$ cat src/rtl/gdop_pkg.sv
// Constants, register map and state type of the ground data output port.
// Assumes a single 50 MHz clock and a 32-bit classic Wishbone register bus.
package gdop_pkg;
    localparam int DATA_W = 26;
    localparam int ADDR_W = 7;
    localparam int TAG_W = 8;
    localparam int MODE_W = 6;
    localparam int TLM_MODE_W = 3;
    localparam int RT_W = 6;
    localparam int GDATA_W = 14;
    localparam int INFO_W = 13;
    localparam int FLAG_BIT = 13;
    localparam int WB_ADR_W = 8;
    localparam int SYNC_W = 7 + 2 * GDATA_W;

    localparam logic [7:0] ADR_CTRL = 8'h00;
    localparam logic [7:0] ADR_MODE_RT = 8'h04;
    localparam logic [7:0] ADR_MUX_TAG = 8'h08;
    localparam logic [7:0] ADR_MUX_DATA = 8'h0c;
    localparam logic [7:0] ADR_PIO_TAG = 8'h10;
    localparam logic [7:0] ADR_PIO_DATA = 8'h14;
    localparam logic [7:0] ADR_STATUS = 8'h18;
    localparam logic [7:0] ADR_GROUND = 8'h1c;

    localparam int CTRL_GFAIL = 0;
    localparam int CTRL_READOUT = 1;
    localparam int CTRL_GO = 2;
    localparam int RT_LSB = 8;
    localparam int TAG_A1_BIT = 7;
    localparam int TAG_CHK_BIT = 8;

    localparam int ST_HS = 0;
    localparam int ST_STARTED = 1;
    localparam int ST_MODE_VALID = 2;
    localparam int ST_PRELAUNCH = 3;
    localparam int ST_ALERT = 4;
    localparam int ST_SRC_PIO = 5;
    localparam int ST_MUX_PEND = 6;
    localparam int ST_DISPLACED = 7;
    localparam int ST_INIT = 8;
    localparam int ST_SELECT = 9;
    localparam int ST_ARMED = 10;

    localparam int HS_DELAY_MS = 5;
    localparam int CLK_HZ = 50_000_000;
    localparam int HS_CYCLES = HS_DELAY_MS * (CLK_HZ / 1000);
    localparam int HS_CNT_W = 18;

    typedef enum logic [1:0] {HS_IDLE, HS_ARMED, HS_HOLD} gdop_hs_t;
endpackage

$ cat src/rtl/gdop_top.sv
// Ground data output port of the flight data adapter: ground handshake,
// output word multiplexer with computer pre-emption, ground and telemetry words.
// Assumes all ground and command-system pins are asynchronous to ref_clk_i.
//
// Implementation choices: the Wishbone interface to the registers and the register offsets.
`timescale 1ns/1ps
module gdop_top
    import gdop_pkg::*;
#(
    parameter int HS_HOLD_CYCLES = gdop_pkg::HS_CYCLES
)
(
    input wire logic ref_clk_i,
    input wire logic rst_n_i,
    input wire logic wb_cyc_i,
    input wire logic wb_stb_i,
    input wire logic wb_we_i,
    input wire logic [gdop_pkg::WB_ADR_W-1:0] wb_adr_i,
    input wire logic [3:0] wb_sel_i,
    input wire logic [31:0] wb_dat_i,
    output logic [31:0] wb_dat_o,
    output logic wb_ack_o,
    input wire logic initialise_i,
    input wire logic command_source_select_i,
    input wire logic word_read_strobe_i,
    input wire logic ground_sync_bit_i,
    input wire logic release_alert_i,
    input wire logic guidance_reference_release_i,
    input wire logic [gdop_pkg::GDATA_W-1:0] ground_data_i,
    input wire logic command_sync_i,
    input wire logic [gdop_pkg::GDATA_W-1:0] command_data_i,
    output logic transfer_handshake_reset_o,
    output logic prelaunch_mode_o,
    output logic guidance_failure_flag_o,
    output logic [gdop_pkg::DATA_W-1:0] ground_word_o,
    output logic [gdop_pkg::TAG_W-1:0] ground_tag_o,
    output logic [gdop_pkg::MODE_W-1:0] ground_mode_o,
    output logic ground_real_time_o,
    output logic [gdop_pkg::DATA_W-1:0] tlm_word_o,
    output logic [gdop_pkg::TAG_W-1:0] tlm_tag_o,
    output logic tlm_tag_shared_bit_o,
    output logic [gdop_pkg::TLM_MODE_W-1:0] tlm_mode_rt_o,
    output logic tlm_valid_rt_o
);
    import gdop_pkg::*;

    // Two-stage synchronisers; only the second stage is read by logic.
    logic [SYNC_W-1:0] meta;
    logic [SYNC_W-1:0] sync;
    logic sync_d;
    logic strobe_d;
    logic release_d;
    wire [SYNC_W-1:0] pins = {initialise_i, command_source_select_i, word_read_strobe_i,
        guidance_reference_release_i, ground_sync_bit_i, release_alert_i,
        command_sync_i, ground_data_i, command_data_i};

    always_ff @(posedge ref_clk_i or negedge rst_n_i)
    begin
        if (!rst_n_i)
        begin
            meta <= '0;
            sync <= '0;
        end
        else
        begin
            meta <= pins;
            sync <= meta;
        end
    end

    wire init_s = sync[SYNC_W-1];
    wire select_s = sync[SYNC_W-2];
    wire strobe_s = sync[SYNC_W-3];
    wire release_s = sync[SYNC_W-4];
    wire gsync_s = sync[SYNC_W-5];
    wire alert_s = sync[SYNC_W-6];
    wire csync_s = sync[SYNC_W-7];
    wire [GDATA_W-1:0] gdata_s = sync[2*GDATA_W-1:GDATA_W];
    wire [GDATA_W-1:0] cdata_s = sync[GDATA_W-1:0];

    // Source gating between ground equipment and on-board command system.
    wire sel_sync = select_s ? csync_s : gsync_s;
    wire [GDATA_W-1:0] sel_data = select_s ? cdata_s : gdata_s;
    wire sync_rise = sel_sync & ~sync_d;
    wire strobe_rise = strobe_s & ~strobe_d;
    wire release_rise = release_s & ~release_d;

    // Register bus decode.
    wire bus_req = wb_cyc_i & wb_stb_i & ~wb_ack_o;
    wire bus_wr = bus_req & wb_we_i & ~init_s;
    wire [31:0] wmask = {{8{wb_sel_i[3]}}, {8{wb_sel_i[2]}}, {8{wb_sel_i[1]}}, {8{wb_sel_i[0]}}};
    wire wr_ctrl = bus_wr && wb_adr_i == ADR_CTRL;
    wire wr_mode = bus_wr && wb_adr_i == ADR_MODE_RT;
    wire wr_mux_tag = bus_wr && wb_adr_i == ADR_MUX_TAG;
    wire wr_mux_data = bus_wr && wb_adr_i == ADR_MUX_DATA;
    wire wr_pio_tag = bus_wr && wb_adr_i == ADR_PIO_TAG;
    wire wr_pio_data = bus_wr && wb_adr_i == ADR_PIO_DATA;
    wire wr_status = bus_wr && wb_adr_i == ADR_STATUS;

    logic [31:0] ctrl;
    logic [31:0] mode_rt;
    logic [31:0] mux_tag;
    logic [31:0] pio_tag;
    wire [31:0] next_ctrl = (ctrl & ~wmask) | (wb_dat_i & wmask);
    wire [31:0] next_mode_rt = (mode_rt & ~wmask) | (wb_dat_i & wmask);
    wire [31:0] next_mux_tag = (mux_tag & ~wmask) | (wb_dat_i & wmask);
    wire [31:0] next_pio_tag = (pio_tag & ~wmask) | (wb_dat_i & wmask);
    wire go_pulse = wr_ctrl & wb_dat_i[CTRL_GO] & wb_sel_i[0];
    wire [MODE_W-1:0] mode_f = mode_rt[MODE_W-1:0];
    wire [RT_W-1:0] rt_f = mode_rt[RT_LSB +: RT_W];

    always_ff @(posedge ref_clk_i or negedge rst_n_i)
    begin
        if (!rst_n_i)
        begin
            ctrl <= '0;
            mode_rt <= '0;
            mux_tag <= '0;
            pio_tag <= '0;
        end
        else if (init_s)
        begin
            ctrl <= '0;
            mode_rt <= '0;
            mux_tag <= '0;
            pio_tag <= '0;
        end
        else
        begin
            if (wr_ctrl)
                ctrl <= next_ctrl & ~(32'h1 << CTRL_GO);
            if (wr_mode)
                mode_rt <= next_mode_rt;
            if (wr_mux_tag)
                mux_tag <= next_mux_tag;
            if (wr_pio_tag)
                pio_tag <= next_pio_tag;
        end
    end

    // Ground word capture and handshake reset sequencer.
    gdop_hs_t hs_state;
    gdop_hs_t next_hs_state;
    logic [HS_CNT_W-1:0] hs_cnt;
    logic [INFO_W:0] gword;
    logic mode_valid;
    logic started;
    logic alert_seen;
    logic prelaunch;
    wire hs_last = hs_cnt == HS_CNT_W'(HS_HOLD_CYCLES - 1);
    wire clr_started = wr_status & wb_dat_i[ST_STARTED] & wb_sel_i[0];

    always_comb
    begin
        next_hs_state = hs_state;
        case (hs_state)
            HS_IDLE:
                if (sync_rise)
                    next_hs_state = ctrl[CTRL_READOUT] ? HS_ARMED : HS_HOLD;
            HS_ARMED:
                if (go_pulse)
                    next_hs_state = HS_HOLD;
            HS_HOLD:
                if (hs_last)
                    next_hs_state = HS_IDLE;
            default:
                next_hs_state = HS_IDLE;
        endcase
    end

    always_ff @(posedge ref_clk_i or negedge rst_n_i)
    begin
        if (!rst_n_i)
        begin
            hs_state <= HS_IDLE;
            hs_cnt <= '0;
            gword <= '0;
            mode_valid <= 1'b0;
            started <= 1'b0;
            alert_seen <= 1'b0;
            prelaunch <= 1'b0;
            sync_d <= 1'b0;
            strobe_d <= 1'b0;
            release_d <= 1'b0;
        end
        else if (init_s)
        begin
            hs_state <= HS_IDLE;
            hs_cnt <= '0;
            gword <= '0;
            mode_valid <= 1'b0;
            started <= 1'b0;
            alert_seen <= 1'b0;
            prelaunch <= 1'b0;
            sync_d <= sel_sync;
            strobe_d <= strobe_s;
            release_d <= release_s;
        end
        else
        begin
            hs_state <= next_hs_state;
            sync_d <= sel_sync;
            strobe_d <= strobe_s;
            release_d <= release_s;
            hs_cnt <= (hs_state == HS_HOLD && !hs_last) ? hs_cnt + 1'b1 : '0;
            if (sync_rise && hs_state == HS_IDLE)
            begin
                gword <= sel_data;
                mode_valid <= sel_data[FLAG_BIT];
            end
            if (hs_state == HS_HOLD && hs_last)
                started <= 1'b1;
            else if (clr_started)
                started <= 1'b0;
            if (alert_s)
                alert_seen <= 1'b1;
            if (release_rise && alert_seen)
                prelaunch <= 1'b1;
        end
    end

    // Output buffer, multiplexer delay-line word and displaced-word store.
    logic [DATA_W-1:0] buf_data;
    logic [8:0] buf_tag;
    logic buf_pio;
    logic buf_read;
    logic [DATA_W-1:0] mux_data;
    logic mux_pend;
    logic [DATA_W-1:0] disp_data;
    logic [8:0] disp_tag;
    logic disp_valid;
    logic loading;
    wire preempt = wr_pio_data & ~buf_pio & ~buf_read;
    wire from_disp = strobe_rise & disp_valid & buf_pio;
    wire from_mux = strobe_rise & ~from_disp & mux_pend;

    always_ff @(posedge ref_clk_i or negedge rst_n_i)
    begin
        if (!rst_n_i)
        begin
            buf_data <= '0;
            buf_tag <= '0;
            buf_pio <= 1'b0;
            buf_read <= 1'b0;
            mux_data <= '0;
            mux_pend <= 1'b0;
            disp_data <= '0;
            disp_tag <= '0;
            disp_valid <= 1'b0;
            loading <= 1'b0;
        end
        else if (init_s)
        begin
            buf_data <= '0;
            buf_tag <= '0;
            buf_pio <= 1'b0;
            buf_read <= 1'b0;
            mux_pend <= 1'b0;
            disp_valid <= 1'b0;
            loading <= 1'b0;
        end
        else
        begin
            loading <= wr_pio_data | from_disp | from_mux;
            if (wr_pio_data)
            begin
                buf_data <= wb_dat_i[DATA_W-1:0];
                buf_tag <= pio_tag[8:0];
                buf_pio <= 1'b1;
                buf_read <= 1'b0;
                if (preempt)
                begin
                    disp_data <= buf_data;
                    disp_tag <= buf_tag;
                    disp_valid <= 1'b1;
                end
            end
            else if (from_disp)
            begin
                buf_data <= disp_data;
                buf_tag <= disp_tag;
                buf_pio <= 1'b0;
                buf_read <= 1'b0;
                disp_valid <= 1'b0;
            end
            else if (from_mux)
            begin
                buf_data <= mux_data;
                buf_tag <= mux_tag[8:0];
                buf_pio <= 1'b0;
                buf_read <= 1'b0;
            end
            else if (strobe_rise)
                buf_read <= 1'b1;
            if (wr_mux_data)
            begin
                mux_data <= wb_dat_i[DATA_W-1:0];
                mux_pend <= 1'b1;
            end
            else if (from_mux)
                mux_pend <= 1'b0;
        end
    end

    // Ground and telemetry output words, all registered.
    wire [TAG_W-1:0] tag_word = {buf_tag[ADDR_W-1:0], buf_pio};
    wire chk_addr = buf_tag[TAG_CHK_BIT];
    wire [TLM_MODE_W-1:0] next_tlm_mode = buf_pio ? mode_f[TLM_MODE_W-1:0] : rt_f[4:2];
    wire next_tlm_shared = buf_pio ? buf_tag[TAG_A1_BIT] : rt_f[1];
    wire next_tlm_valid = buf_pio ? ~(loading | chk_addr) : rt_f[5];

    always_ff @(posedge ref_clk_i or negedge rst_n_i)
    begin
        if (!rst_n_i)
        begin
            transfer_handshake_reset_o <= 1'b0;
            prelaunch_mode_o <= 1'b0;
            guidance_failure_flag_o <= 1'b0;
            ground_word_o <= '0;
            ground_tag_o <= '0;
            ground_mode_o <= '0;
            ground_real_time_o <= 1'b0;
            tlm_word_o <= '0;
            tlm_tag_o <= '0;
            tlm_tag_shared_bit_o <= 1'b0;
            tlm_mode_rt_o <= '0;
            tlm_valid_rt_o <= 1'b0;
        end
        else
        begin
            transfer_handshake_reset_o <= next_hs_state == HS_HOLD && !init_s;
            prelaunch_mode_o <= prelaunch;
            guidance_failure_flag_o <= ctrl[CTRL_GFAIL];
            ground_word_o <= buf_data;
            ground_tag_o <= tag_word;
            ground_mode_o <= mode_f;
            ground_real_time_o <= rt_f[0];
            tlm_word_o <= buf_data;
            tlm_tag_o <= tag_word;
            tlm_tag_shared_bit_o <= next_tlm_shared;
            tlm_mode_rt_o <= next_tlm_mode;
            tlm_valid_rt_o <= next_tlm_valid;
        end
    end

    // Register read-back; unmapped addresses read as zero and still acknowledge.
    wire [31:0] status_word = 32'(
        (hs_state == HS_HOLD) << ST_HS | started << ST_STARTED
        | mode_valid << ST_MODE_VALID | prelaunch << ST_PRELAUNCH
        | alert_seen << ST_ALERT | buf_pio << ST_SRC_PIO | mux_pend << ST_MUX_PEND
        | disp_valid << ST_DISPLACED | init_s << ST_INIT | select_s << ST_SELECT
        | (hs_state == HS_ARMED) << ST_ARMED);
    wire [31:0] rdata =
        wb_adr_i == ADR_CTRL ? ctrl :
        wb_adr_i == ADR_MODE_RT ? mode_rt :
        wb_adr_i == ADR_MUX_TAG ? mux_tag :
        wb_adr_i == ADR_MUX_DATA ? 32'(mux_data) :
        wb_adr_i == ADR_PIO_TAG ? pio_tag :
        wb_adr_i == ADR_PIO_DATA ? 32'(buf_data) :
        wb_adr_i == ADR_STATUS ? status_word :
        wb_adr_i == ADR_GROUND ? 32'(gword) : 32'h0;

    always_ff @(posedge ref_clk_i or negedge rst_n_i)
    begin
        if (!rst_n_i)
        begin
            wb_ack_o <= 1'b0;
            wb_dat_o <= '0;
        end
        else
        begin
            wb_ack_o <= bus_req;
            if (bus_req && !wb_we_i)
                wb_dat_o <= rdata;
        end
    end
endmodule // gdop_top

$ cat config.mk
export PLATFORM = sky130hd
export DESIGN_NAME = gdop_top
export DESIGN_NICKNAME = d
export VERILOG_FILES = /design/src/rtl/gdop_pkg.sv /design/src/rtl/gdop_top.sv
export SDC_FILE = /design/constraint.sdc
export NUM_CORES = 1
export LEC_CHECK = 0
export BUFFER_PORTS_ARGS = -buffer_cell sky130_fd_sc_hd__buf_2
export CAP_MARGIN = 5
export CORE_MARGIN = 4
export CORE_UTILIZATION = 25
export DETAILED_ROUTE_END_ITERATION = 8
export GPL_TIMING_DRIVEN = 1
export MAX_ROUTING_LAYER = met4
export PLACE_DENSITY = 0.42
export SLEW_MARGIN = 15
export SYNTH_ARGS = -nofsm -noshare
export SYNTH_HDL_FRONTEND = slang
export SYNTH_SLANG_ARGS = --single-unit
$ cat constraint.sdc
create_clock -name ref_clk_i -period 4.2 [get_ports ref_clk_i]
set_clock_uncertainty 0.2 [all_clocks]
set_input_delay 0.42 -clock ref_clk_i [delete_from_list [all_inputs] [get_ports ref_clk_i]]
set_output_delay 0.42 -clock ref_clk_i [all_outputs]
set_load 0.01 [all_outputs]
==> results.txt, run 1 <==
The initial core utilization is 0.254. Buffers inserted during clock tree synthesis total 50. Of the total synthesized cell area, the portion taken by XOR and XNOR cells is 0.00799. Among all cell types in the netlist, the one instantiated most often is dfrtp_1.

The routability congestion estimate came out at 0.844. The final critical-path required period came out at about 2.9 ns. STA classifies the critical path endpoint as a flip-flop. The number of hold violations in the final report came out at 0. The area fraction in compound gates after synthesis came out at 0.180. The worst register-to-register path ends at ctrl[28]$_DFFE_PN0P_. The minimum setup slack in the final design came out at around 1.3 ns. The number of sinks handled by clock tree synthesis is 420. The count of pins on the block boundary is 200. The final HPWL from detailed placement is 40.3 mm. The post-synthesis share of cell area spent on and, or, nand and nor gates came out at 0.0676.

The count of placed standard cells in the final layout, fillers left out came out at ~2600. Dividing total power by cell area gives a power density of 424 mW/mm^2. The adder-cell area share of the yosys netlist is 0.000713.

The data required time at the worst endpoint came out at 4.51 ns. The clock-pin slew on the worst setup and hold paths is 0.06 ns. The total power of the final layout came out at just over 9000 uW. The aggregate global routing overflow came out at 0. The first-pass detailed-route iteration total is 5.

The net count of the finished layout is 1712. The synthesized net count came out at 1489. The share of cells above drive strength 1 came out at 0.257. After detailed routing, the average wire length per cell comes to roughly 23 um.

The largest driver fanout on the critical path came out at 23. Data on the critical path arrives at its endpoint at 3.23 ns. After synthesis, the most frequently instantiated cells are 420 x dfrtp_1, 108 x nor2_1, 75 x mux2i_1. The share of synthesized area in the top cell type comes to 0.599. Synthesis instantiated 61 different standard cells from the library. In this run the clock root is driven by a clkbuf_16. The worst setup path is of the primary input to flip-flop kind. Of the available clock period, the critical path in the final layout requires 0.697. The accumulated negative setup slack came out at 0 ns.

The vias after detailed routing is 12500. In this run the most critical hold path is launched from wb_dat_i[2]. Synthesis inferred 420 register bits. The final-report setup violation count is 0. By area, the combinational part of the netlist is dominated by compound AO/OA/AOI/OAI gates. TritonCTS built the clock tree. The via count of the first global-routing pass was 13000.

In this run the core area contains 96 standard-cell rows. The maximum count of clock buffers along a single path is 3. After filler insertion, the fill cell instance count of the layout stands at around 7000.

The count of cells resized by post-cts repair came out at 0. The worst register-to-register path has a depth of 6. Entering global routing, the biggest net connects 120 pins. The static leakage is roughly 0.010 uW.

The worst IR drop on VDD is 276 uV. The total routing usage reported by global routing is 0.162. The clock insertion delay at the later pin of the skew report came out at 0.60 ns. The overall die area is roughly 0.074 sq mm.

The number of flops mapped to enable cells by yosys is 0. After the first detailed-routing iteration, the DRC count stood at 780. Yosys attributes the largest share of cell area to dfrtp_1 60%, mux2i_1 4.3%, a32o_1 3.7%. The number of H-tree levels is 2. The run finished with clean final reports. For this run, the leading register cell type out of synthesis is dfrtp_1. The wire length of the first global-routing pass came out at 89.3 mm.

Hold repair after CTS inserted 67 buffers. The final-report max-slew violation count is 0. The residual DRC count is 0. Dividing the synthesized area by the synthesized cell count gives ~12 sq um. Setup repair after global routing left no endpoint under its margin.

In this run the tightest slew margin relative to its limit is 0.336. The floorplan step defined a core boundary enclosing 0.0691 sq mm. Summed over all instances, the cell type with the most area after synthesis is dfrtp_1. The synthesized netlist cell count came out at 1404. The layout overhead on the synthesized area is 24.3%. The number of placed cells counting well taps is 2438. The max-capacitance violation count is 0. The min-delay analysis places its worst path in the category primary input to flip-flop. Summing every instance area after synthesis gives 0.0175 sq mm. The number of I/O port buffers is ~200. The number of warnings printed during yosys synthesis came out at 0. The die width is between 200 and 300 um. The startpoint identified for the worst register-to-register timing path is wb_ack_o$_DFF_PN0_.

The setup check on the worst reg-to-reg path leaves a slack of 1.30 ns. The type of origin of the critical path is a primary input. The async set-or-reset flop fraction in the synthesized netlist is 1.00. In this run the remaining antenna-violating nets after routing total 0. For the pin with the worst max-slew slack, the measured transition is 0.996 ns.

The total wirelength of the detailed-routed design is 59.3 mm. Measured against the total synthesized area, the mux share comes to 0.0997. The endpoint of the worst hold path is buf_data[2]$_DFFE_PN0P_. The fmax came out at 0.342 GHz.

The initial antenna violation count is 12. For this run, the register share of the synthesized area comes to 0.599. Using the TritonRoute via totals, the vias-per-cell ratio works out to 4.81.

The worst hold path depth is 2. The number of post-CTS setup repair buffers is 0. The height of the die came out at 273 um. OpenSTA, run right after detailed placement, puts the worst setup slack at 0.787 ns.
-- cell usage in the layout (no fill, tap or decap), types with 14 or more instances in the layout --
cell type / n
dfrtp_1: 420
buf_2: 198
nor2_1: 105
mux2i_1: 75
a22o_1: 73
a21oi_1: 72
dlygate4sd3_1: 67
a32o_1: 64
a21o_1: 56
mux2_2: 56
a211oi_1: 53
clkbuf_16: 51
nand2_1: 47
buf_4: 32
o21ai_0: 23
mux2_4: 20
a22oi_1: 20
nor2b_1: 14
nand3_1: 14
-- cell families (layout without fill, tap and decap cells) --
logic type | after synthesis | after routing
compound gates | 418 | 418
xor+xnor | 16 | 16
fa+ha+maj | 1 | 1
buf+inv | 148 | 407
flops | 420 | 420
mux | 154 | 154
other cells | 0 | 9
simple gates | 247 | 247
-- power by group --
part           internal [uW]  total (uW)  switching (uW)
logic                    204         594             391
registers               4140        4200            59.3
clock network           2690        4450            1760
total                   7030        9240            2210
-- worst max-delay path by stage --
stage,from,end,slack (ns),cells past startpoint
global route,buf_pio$_DFFE_PN0P_,buf_data[23]$_DFFE_PN0P_,1.15,6
CTS,buf_pio$_DFFE_PN0P_,buf_data[4]$_DFFE_PN0P_,1.24,6
finish,wb_adr_i[3],ctrl[28]$_DFFE_PN0P_,1.27,6
global placement,wb_adr_i[1],ctrl[27]$_DFFE_PN0P_,0.94,6
floorplan,wb_ack_o$_DFF_PN0_,disp_data[10]$_DFFE_PN0P_,1.88,9
detailed placement,wb_adr_i[3],ctrl[28]$_DFFE_PN0P_,0.79,6
-- critical path, stage by stage --
cell,delay [ns]
buf_2,0.28
nor2_1,0.46
and3_1,0.67
nand2_1,0.37
o21ai_1,0.75
a22o_1,0.25
-- flip-flops by register name, indices dropped and copies added, names as in the netlist, 9 cells and up --
name	cells
buf_data	26
buf_tag	9
ctrl	31
disp_data	26
disp_tag	9
gword	14
hs_cnt	18
meta	35
mode_rt	32
mux_data	26
mux_tag	32
pio_tag	32
sync	35
tlm_word_o	26
wb_dat_o	32
-- stage by stage --
step	hold WS, ns	area [sq um]	util
global route	0.0269	21800	0.316
CTS	0.00503	21700	0.315
detailed placement	0.135	19400	0.281
floorplan	-0.0756	17500	-
finish	0.0396	21800	0.316
global placement	0.137	19400	0.281
-- per-layer routing --
layer,share of wire,up-vias,GRT usage
li1,-,5633,-
met1,0.47,6482,0.223
met2,0.45,343,0.248
met3,0.062,69,0.0327
met4,0.019,0,0.0373
met5,0,-,-
-- layout make-up --
class	count	area, sq um	area share
Antenna cell	9	22.5	0.00103
Clock inverter	17	239	0.0110
Clock buffer	71	1440	0.0661
Inverter	12	45.0	0.00207
Timing Repair Buffer	307	2100	0.0965
Sequential cell	420	10500	0.482
Tap cell	931	1160	0.0534
Multi-Input combinational cell	836	6270	0.288
(Power assumes the default switching activity.)
==> run 2, diff against run 1 <==
ABC_AREA = 1   (was unset)
clock period = 3 ns   (was 4.2 ns; I/O delays follow)
==> results.txt, run 2 <==
The worst IR drop on VDD was 382 uV (+38%). The slowest stage of the critical path is the dlygate4sd3_1 cell. The via count of the first global-routing pass came to 13800 (+6.1%). The synthesis-stage register bit count came out at 420 (unchanged).

TritonCTS built the clock tree. The initial core utilization came out at 0.254 (about the same). The wire length per cell after detailed routing is 20.0 um (-12%). The power spent charging and discharging nets came out at 3050 uW (+38%). The number of buffers created by CTS came to 47 (-6.0%). The post-layout net count came out at 2157 (+26%). The number of H-tree levels came to 2 (unchanged). The largest registers in the layout are meta (35), sync (35). The top-area cell type share of the netlist area is 0.600 (+0.000985). The static leakage came out at 0.0102 uW (-1.0%).

The most frequent cell after synthesis is dfrtp_1. The aggregate global routing overflow came to 0 (unchanged). In this run the critical register-to-register path is launched from wb_ack_o$_DFF_PN0_. The final-report setup violation count came out at 0 (unchanged). The actual transition at the worst max-transition pin came out at 1.06 ns (+0.0613 ns). The total routing usage reported by global routing came out at 0.167 (+0.00464). The fraction of power spent switching nets is 0.237 (-0.00155). The final standard cell utilization of the core is 0.317 (+0.00158). The first-pass detailed-route iteration total came to 6 (+1).

The register area share after synthesis came to 0.600 (+0.000985). The worst hold path begins at wb_sel_i[3]. The clock network power share was 0.479 (-0.003). The number of design-rule violations left by the first detailed-router iteration is 1117 (+43%). The worst setup path is launched from a primary input.

The global routing usage on met3 came to 0.0362 (+0.00342). The total wirelength of the detailed-routed design came out at 60.7 mm (+2.4%). The largest driver fanout on the critical path is 17 (-26%). The count of placed standard cells in the final layout, fillers left out is 3041 (+17%). The area growth from synthesis to layout is 24.9%. The maximum number of pins on one net before global-route repair is 88 (-27%). The max-capacitance violation count is 0 (unchanged). The synthesized netlist cell count is 1819 (+30%). The flow ran to the end, and the final reports show no timing, DRC or antenna violations. The adder-cell area share of the yosys netlist came out at 0.000715 (+0.00000117). By area, the combinational part of the netlist is dominated by simple AND/OR/NAND/NOR gates.

The global-route met2 utilization came out at 0.249 (+0.000997). The number of sinks handled by clock tree synthesis is 420 (unchanged). The clock-pin slew on the worst setup and hold paths came out at 0.06 ns (about the same). The worst setup path is captured at a flip-flop.

The area fraction in compound gates after synthesis came out at 0.136 (-0.0440). The residual DRC count came out at 0 (unchanged). The height of the die came out at 273 um (about the same). The routability congestion estimate is 0.826 (-2.1%). The total power of the final layout is 12900 uW (+39%). The share of the clock period used by the worst path after layout is 0.949.

The share of total power in combinational logic came out at 0.063 (about the same). The number of placement rows came out at 96 (unchanged). The core footprint is 0.0689 sq mm (-0.17%).

The total power per unit cell area is 588 mW/mm^2 (+39%). The combined area of the multi-input logic cells came to 0.00569 sq mm (-9.3%). The endpoint of the worst hold path is mux_tag[31]$_DFFE_PN0P_.

The number of flops mapped to enable cells by yosys came out at 0 (unchanged). In this run the clock root is driven by a clkbuf_16. The peak per-stage delay on the critical path came out at 0.57 ns (-0.18 ns). The signal arrival time at the worst endpoint came to 3.13 ns (-0.10 ns).

Setup repair after global routing left no endpoint under its margin. The final-report max-slew violation count came out at 0 (unchanged). The number of placed cells counting well taps is 2880 (+18%). The path class of the tightest hold or removal check is primary input to flip-flop.

The final HPWL from detailed placement came to 42.5 mm (+5.6%). The number of warnings printed during yosys synthesis is 0 (unchanged). The data required time at the worst endpoint came out at 3.28 ns (-1.23 ns). The die width is 273 um (about the same).

The number of hold violations in the final report is 0 (unchanged). The synthesized net count came to 1904 (+28%). The clock insertion delay at the later pin of the skew report is 0.60 ns (about the same). The remaining antenna violation count after routing is 0 (unchanged). The initial antenna violation count is 4 (-8). met2 is the most crowded layer. The count of pins on the block boundary was 200 (unchanged). The headroom to the max-slew limit is 0.295 (-0.0416). The internal power is 9810 uW (+39%). The xor and xnor fraction of the mapped netlist area came out at 0.00450 (-0.00349).

The worst hold path depth came out at 3 (+1). The unique cell type count in the Yosys netlist was 45 (-26%). The routing usage on met1 came out at 0.231 (+0.00841). Traced cell by cell, the critical path runs through dlygate4sd3_1, buf_2, nand2_1, nor2_2, dlygate4sd3_1, buf_4, nand2_2, inv_1, buf_4, or2_2, nand2_1, inv_1. The post-synthesis share of cell area spent on and, or, nand and nor gates came to 0.167 (+0.0992). The number of I/O port buffers was 199 (unchanged). The async set-or-reset flop fraction in the synthesized netlist is 1.00 (unchanged). The fill cell instance count of the final layout was 7208 (+3.3%). The share of total power in sequential cells is 0.458 (+0.004). The multiplexer area fraction after synthesis came to 0.0158 (-0.0839). For this run, the leading register cell type out of synthesis is dfrtp_1. The length in cells of the worst reg-to-reg path came out at 9 (+3).

The overall die area is 0.0743 sq mm (-0.16%). The share of cells above drive strength 1 is 0.211 (-0.0456). By count the netlist is led by 420 x dfrtp_1, 408 x nand2_1, 175 x o21ai_0. The area of the mapped netlist came to 0.0175 sq mm (-0.16%).

The library cells used most frequently in the layout, excluding fill and tap cells, are 420 x dfrtp_1, 407 x nand2_1, 198 x buf_2. The reg-to-reg setup timing slack is 0.30 ns (-1.00 ns). The wire length of the first global-routing pass is 92.1 mm (+3.1%). The critical path is of the primary input to flip-flop type. The vias after detailed routing came to 13800 (+10%). The final critical-path required period came out at approximately 2.8 ns. The ratio of routed vias to standard cells came out at 4.55 (-5.4%). The endpoint identified for the worst register-to-register timing path is wb_dat_o[25]$_DFFE_PN0P_. The accumulated negative setup slack came out at 0 ns (unchanged). The library cell used most frequently in the layout, excluding fill and tap cells, is dfrtp_1. Summed over all instances, the cell type with the most area after synthesis is dfrtp_1. The mean cell area of the mapped netlist is 9.63 sq um (-23%).

The register area is 0.0105 sq mm (unchanged). The fmax came out at 0.351 GHz. The maximum count of clock buffers along a single path is 3 (unchanged). Yosys attributes the largest share of cell area to dfrtp_1 60%, nand2_1 8.7%, o21ai_0 5.0%.
[run 2: routing by layer]
layer  wire [um]  part of all wire  vias up
met4        1280             0.021        0
met1       28000              0.46     6847
met3        4130             0.068       73
met5           0                 0        -
li1            -                 -     6491
met2       27300              0.45      427
[run 2: worst max path at each step]
| stage | cells past startpoint | slack (ns) | start | end |
|---|---|---|---|---|
| global route | 12 | 0.06 | wb_stb_i | wb_dat_o[25]$_DFFE_PN0P_ |
| global placement | 10 | 0.06 | wb_adr_i[0] | buf_data[16]$_DFFE_PN0P_ |
| detailed placement | 10 | 0.00006 | wb_adr_i[0] | buf_data[2]$_DFFE_PN0P_ |
| finish | 12 | 0.15 | wb_stb_i | wb_dat_o[25]$_DFFE_PN0P_ |
| CTS | 10 | 0.13 | wb_stb_i | buf_tag[0]$_DFFE_PN0P_ |
| floorplan | 9 | 1.14 | hs_cnt[0]$_DFF_PN0_ | hs_cnt[16]$_DFF_PN0_ |
[run 2: timing repair]
item / in CTS / in global routing
endpoints found under the setup margin: 0 / 30
resized for setup: 0 / 1
setup buffers: 0 / 0
endpoints found under the hold margin: 277 / 0
hold buffers: 73 / 0
[run 2: final cells by class]
type                       count  area share
sequential                   420       0.481
multi-input combinational   1117       0.260
timing repair buffer         320       0.101
clock buffer                  64      0.0627
tap                          931      0.0533
inverter                     166      0.0286
clock inverter                20      0.0134
antenna                        3    0.000343
[run 2: logic make-up (layout without fill, tap and decap cells)]
| logic type | after synthesis | count (layout) |
|---|---|---|
| AND/OR/NAND/NOR | 676 | 677 |
| AO/OA/AOI/OAI | 404 | 404 |
| multiplexers | 26 | 26 |
| flip-flops | 420 | 420 |
| XOR/XNOR | 9 | 9 |
| other | 0 | 3 |
| adder cells (fa/ha/maj) | 1 | 1 |
| buffers and inverters | 283 | 570 |
[run 2: per-stage QoR]
stage / setup slack [ns] / hold WS (ns) / cell area (sq um)
global route: 0.0649 / 0.0352 / 21900
CTS: 0.134 / 0.0133 / 21900
floorplan: 1.14 / -0.196 / 17500
finish: 0.152 / 0.0331 / 21900
detailed placement: 0.0000586 / 0.135 / 19500
global placement: 0.0554 / 0.134 / 19500
[run 2: critical path, delay by kind of cell]
| kind | cells | cell delay, ns |
|---|---|---|
| and+or+nand+nor | 5 | 0.86 |
| buffers and inverters | 7 | 1.97 |
[run 2: power by group through the flow]
stage	Sequential (uW)	Clock, uW	Combinational [uW]
floorplan	5990	0	292
global placement	5990	0	737
detailed placement	6000	0	742
CTS	5890	6370	820
global route	5900	6600	901
finish	5890	6170	804
==> run 3, diff against run 2 <==
MAX_ROUTING_LAYER = unset   (was met4)
==> results.txt, run 3 (synthesized netlist as in run 2, its figures left out) <==
In this run the worst setup path begins at wb_stb_i. The vias after detailed routing came out at 13800 (-0.079%). The actual transition at the worst max-transition pin came out at 1.09 ns (+0.0319 ns). The clock network power share was 0.480 (about the same).

The total power per unit cell area is 588 mW/mm^2 (about the same). The data required time at the worst endpoint came out at 3.28 ns (about the same). The number of placement rows is 96 (unchanged). The internal power came out at 9810 uW (about the same). The number of hold violations in the final report came out at 0 (unchanged). The minimum setup slack in the final design came out at 0.172 ns (+0.0201 ns).

The accumulated negative setup slack is 0 ns (unchanged). The reg-to-reg setup timing slack is 0.32 ns (+0.02 ns). The endpoint identified for the worst register-to-register timing path is wb_dat_o[25]$_DFFE_PN0P_. The tree is rooted in a clkbuf_16.

The clock insertion delay at the later pin of the skew report is 0.61 ns (about the same). The residual DRC count was 0 (unchanged). The final-report setup violation count is 0 (unchanged). The share of total power in combinational logic is 0.062 (about the same). The largest driver fanout on the critical path is 17 (unchanged).

The flow ran to the end, and the final reports show no timing, DRC or antenna violations. The height of the die is 273 um (unchanged). The aggregate global routing overflow came out at 0 (unchanged). The fmax is 0.354 GHz (+0.71%).

The total wirelength of the detailed-routed design came to 60.6 mm (-0.14%). The initial core utilization came out at 0.254 (unchanged). The overall die area came out at 0.0743 sq mm (unchanged). The worst IR drop on VDD came out at 381 uV (-0.12%). The tightest min-delay check is of the primary input to flip-flop type. The die width came out at 273 um (unchanged).

For hold timing, the worst endpoint is mux_tag[31]$_DFFE_PN0P_. The maximum number of pins on one net before global-route repair came out at 88 (unchanged). Leaving out fill and tap cells, the most frequent cell in the layout is dfrtp_1. The layout overhead on the synthesized area is 24.9% (about the same).

In the final layout, the registers with the most flip-flops are meta (35), sync (35). The worst setup path is captured at a flip-flop. The maximum count of clock buffers along a single path is 3 (unchanged). The final HPWL from detailed placement is 42.5 mm (unchanged). The count of pins on the block boundary is 200 (unchanged).

The length in cells of the worst reg-to-reg path came out at 9 (unchanged). The signal arrival time at the worst endpoint is 3.11 ns (-0.02 ns). The worst hold path depth came out at 3 (unchanged).

The share of total power in sequential cells is 0.458 (about the same). In the layout the commonest cells are 420 x dfrtp_1, 407 x nand2_1, 198 x buf_2. Setup repair after global routing left no endpoint under its margin.

The initial antenna violation count is 4 (unchanged). The register area came out at 0.0105 sq mm (unchanged). The number of design-rule violations left by the first detailed-router iteration is 1120 (+0.27%). The number of H-tree levels came out at 2 (unchanged). The core footprint was 0.0689 sq mm (unchanged). The fill cell instance count of the final layout is 7208 (unchanged). The wire length per cell after detailed routing came to 20.0 um (about the same). The setup path with the least slack is of type primary input to flip-flop. The via count of the first global-routing pass came out at 13900 (+0.35%). The max-capacitance violation count came out at 0 (unchanged).

The number of post-CTS setup repair buffers is 0 (unchanged). The combined area of the multi-input logic cells is 0.00569 sq mm (unchanged). TritonCTS built the clock tree. The pre-CTS setup slack came to 0.0000586 ns (unchanged). The static leakage is 0.0102 uW (unchanged). The share of cells above drive strength 1 is 0.211 (unchanged).

The number of buffers created by CTS is 47 (unchanged). The first-pass detailed-route iteration total is 5 (-1). The share of the clock period used by the worst path after layout is 0.943 (-0.00671).

The final critical-path required period is 2.83 ns (-0.0201 ns). The final-report max-slew violation count came to 0 (unchanged). The number of I/O port buffers is 199 (unchanged). The clock-pin slew on the worst setup and hold paths came out at 0.06 ns (about the same). The remaining antenna violation count after routing is 0 (unchanged). The startpoint of the most critical register-to-register path is wb_ack_o$_DFF_PN0_.

The routability congestion estimate is 0.814 (-1.5%). The wire length of the first global-routing pass came to 92.0 mm (about the same). The type of origin of the critical path is a primary input. The worst hold path begins at wb_sel_i[3]. The headroom to the max-slew limit came out at 0.273 (-0.0213).

The total routing usage reported by global routing came to 0.162 (-0.00487). The post-layout net count came out at 2157 (unchanged). The ratio of routed vias to standard cells came to 4.55 (about the same). The power spent charging and discharging nets is 3060 uW (+0.12%). The final standard cell utilization of the core came out at 0.317 (about the same). The fraction of power spent switching nets is 0.238 (about the same). The number of sinks handled by clock tree synthesis came out at 420 (unchanged).
## run 3: cell count changes in the layout (fill, tap and decap cells not counted)
cell | before | now
diode_2 | 3 | 1
## run 3: through the flow
step                instances  total power [uW]  hold slack, ns  instance area, sq um
floorplan                1819              6280          -0.196                 17500
global placement         2880              6730           0.134                 19500
detailed placement       2880              6740           0.135                 19500
CTS                      3037             13100          0.0133                 21900
finish                   3039             12900          0.0243                 21900
global route             3039             13400          0.0373                 21900
## run 3: worst max-delay path by stage
stage | to | slack [ns] | depth (start not counted)
after floorplan | hs_cnt[16]$_DFF_PN0_ | 1.14 | 9
after global placement | buf_data[16]$_DFFE_PN0P_ | 0.06 | 10
after detailed placement | buf_data[2]$_DFFE_PN0P_ | 0.00006 | 10
after CTS | buf_tag[0]$_DFFE_PN0P_ | 0.13 | 10
after global routing | wb_dat_o[25]$_DFFE_PN0P_ | 0.07 | 12
final | wb_dat_o[25]$_DFFE_PN0P_ | 0.17 | 12
## run 3: worst max-delay path, cell delays in order
cell	delay (ns)
dlygate4sd3_1	0.56
buf_2	0.13
nand2_1	0.10
nor2_2	0.07
dlygate4sd3_1	0.57
buf_4	0.15
nand2_2	0.32
inv_1	0.24
buf_4	0.27
or2_2	0.29
nand2_1	0.07
inv_1	0.04
## run 3: layer usage
layer,up-vias,part of all wire,global-route usage,wire length [um]
li1,6481,-,-,-
met1,6801,0.46,0.231,27900
met2,467,0.45,0.249,27100
met3,76,0.070,0.0361,4230
met4,2,0.023,0.0421,1400
met5,-,0.00012,0,7
## run 3: repair_timing
| item | 4_1_cts | 5_1_grt |
|---|---|---|
| hold buffers | 73 | 0 |
| endpoints found under the hold margin | 277 | 0 |
| endpoints found under the setup margin | 0 | 30 |
| resized for setup | 0 | 1 |
## run 3: area by class of cell
class                      count  share of cell area
timing repair buffer         320               0.101
multi-input combinational   1117               0.260
clock buffer                  64              0.0627
clock inverter                20              0.0134
inverter                     166              0.0286
antenna                        1            0.000114
tap                          931              0.0533
sequential                   420               0.481
## run 3: power by group through the flow
stage | logic (uW) | clock network (uW) | registers (uW)
final | 803 | 6170 | 5890
after global routing | 900 | 6600 | 5900
after CTS | 820 | 6370 | 5890
after detailed placement | 742 | 0 | 6000
after global placement | 737 | 0 | 5990
after floorplan | 292 | 0 | 5990
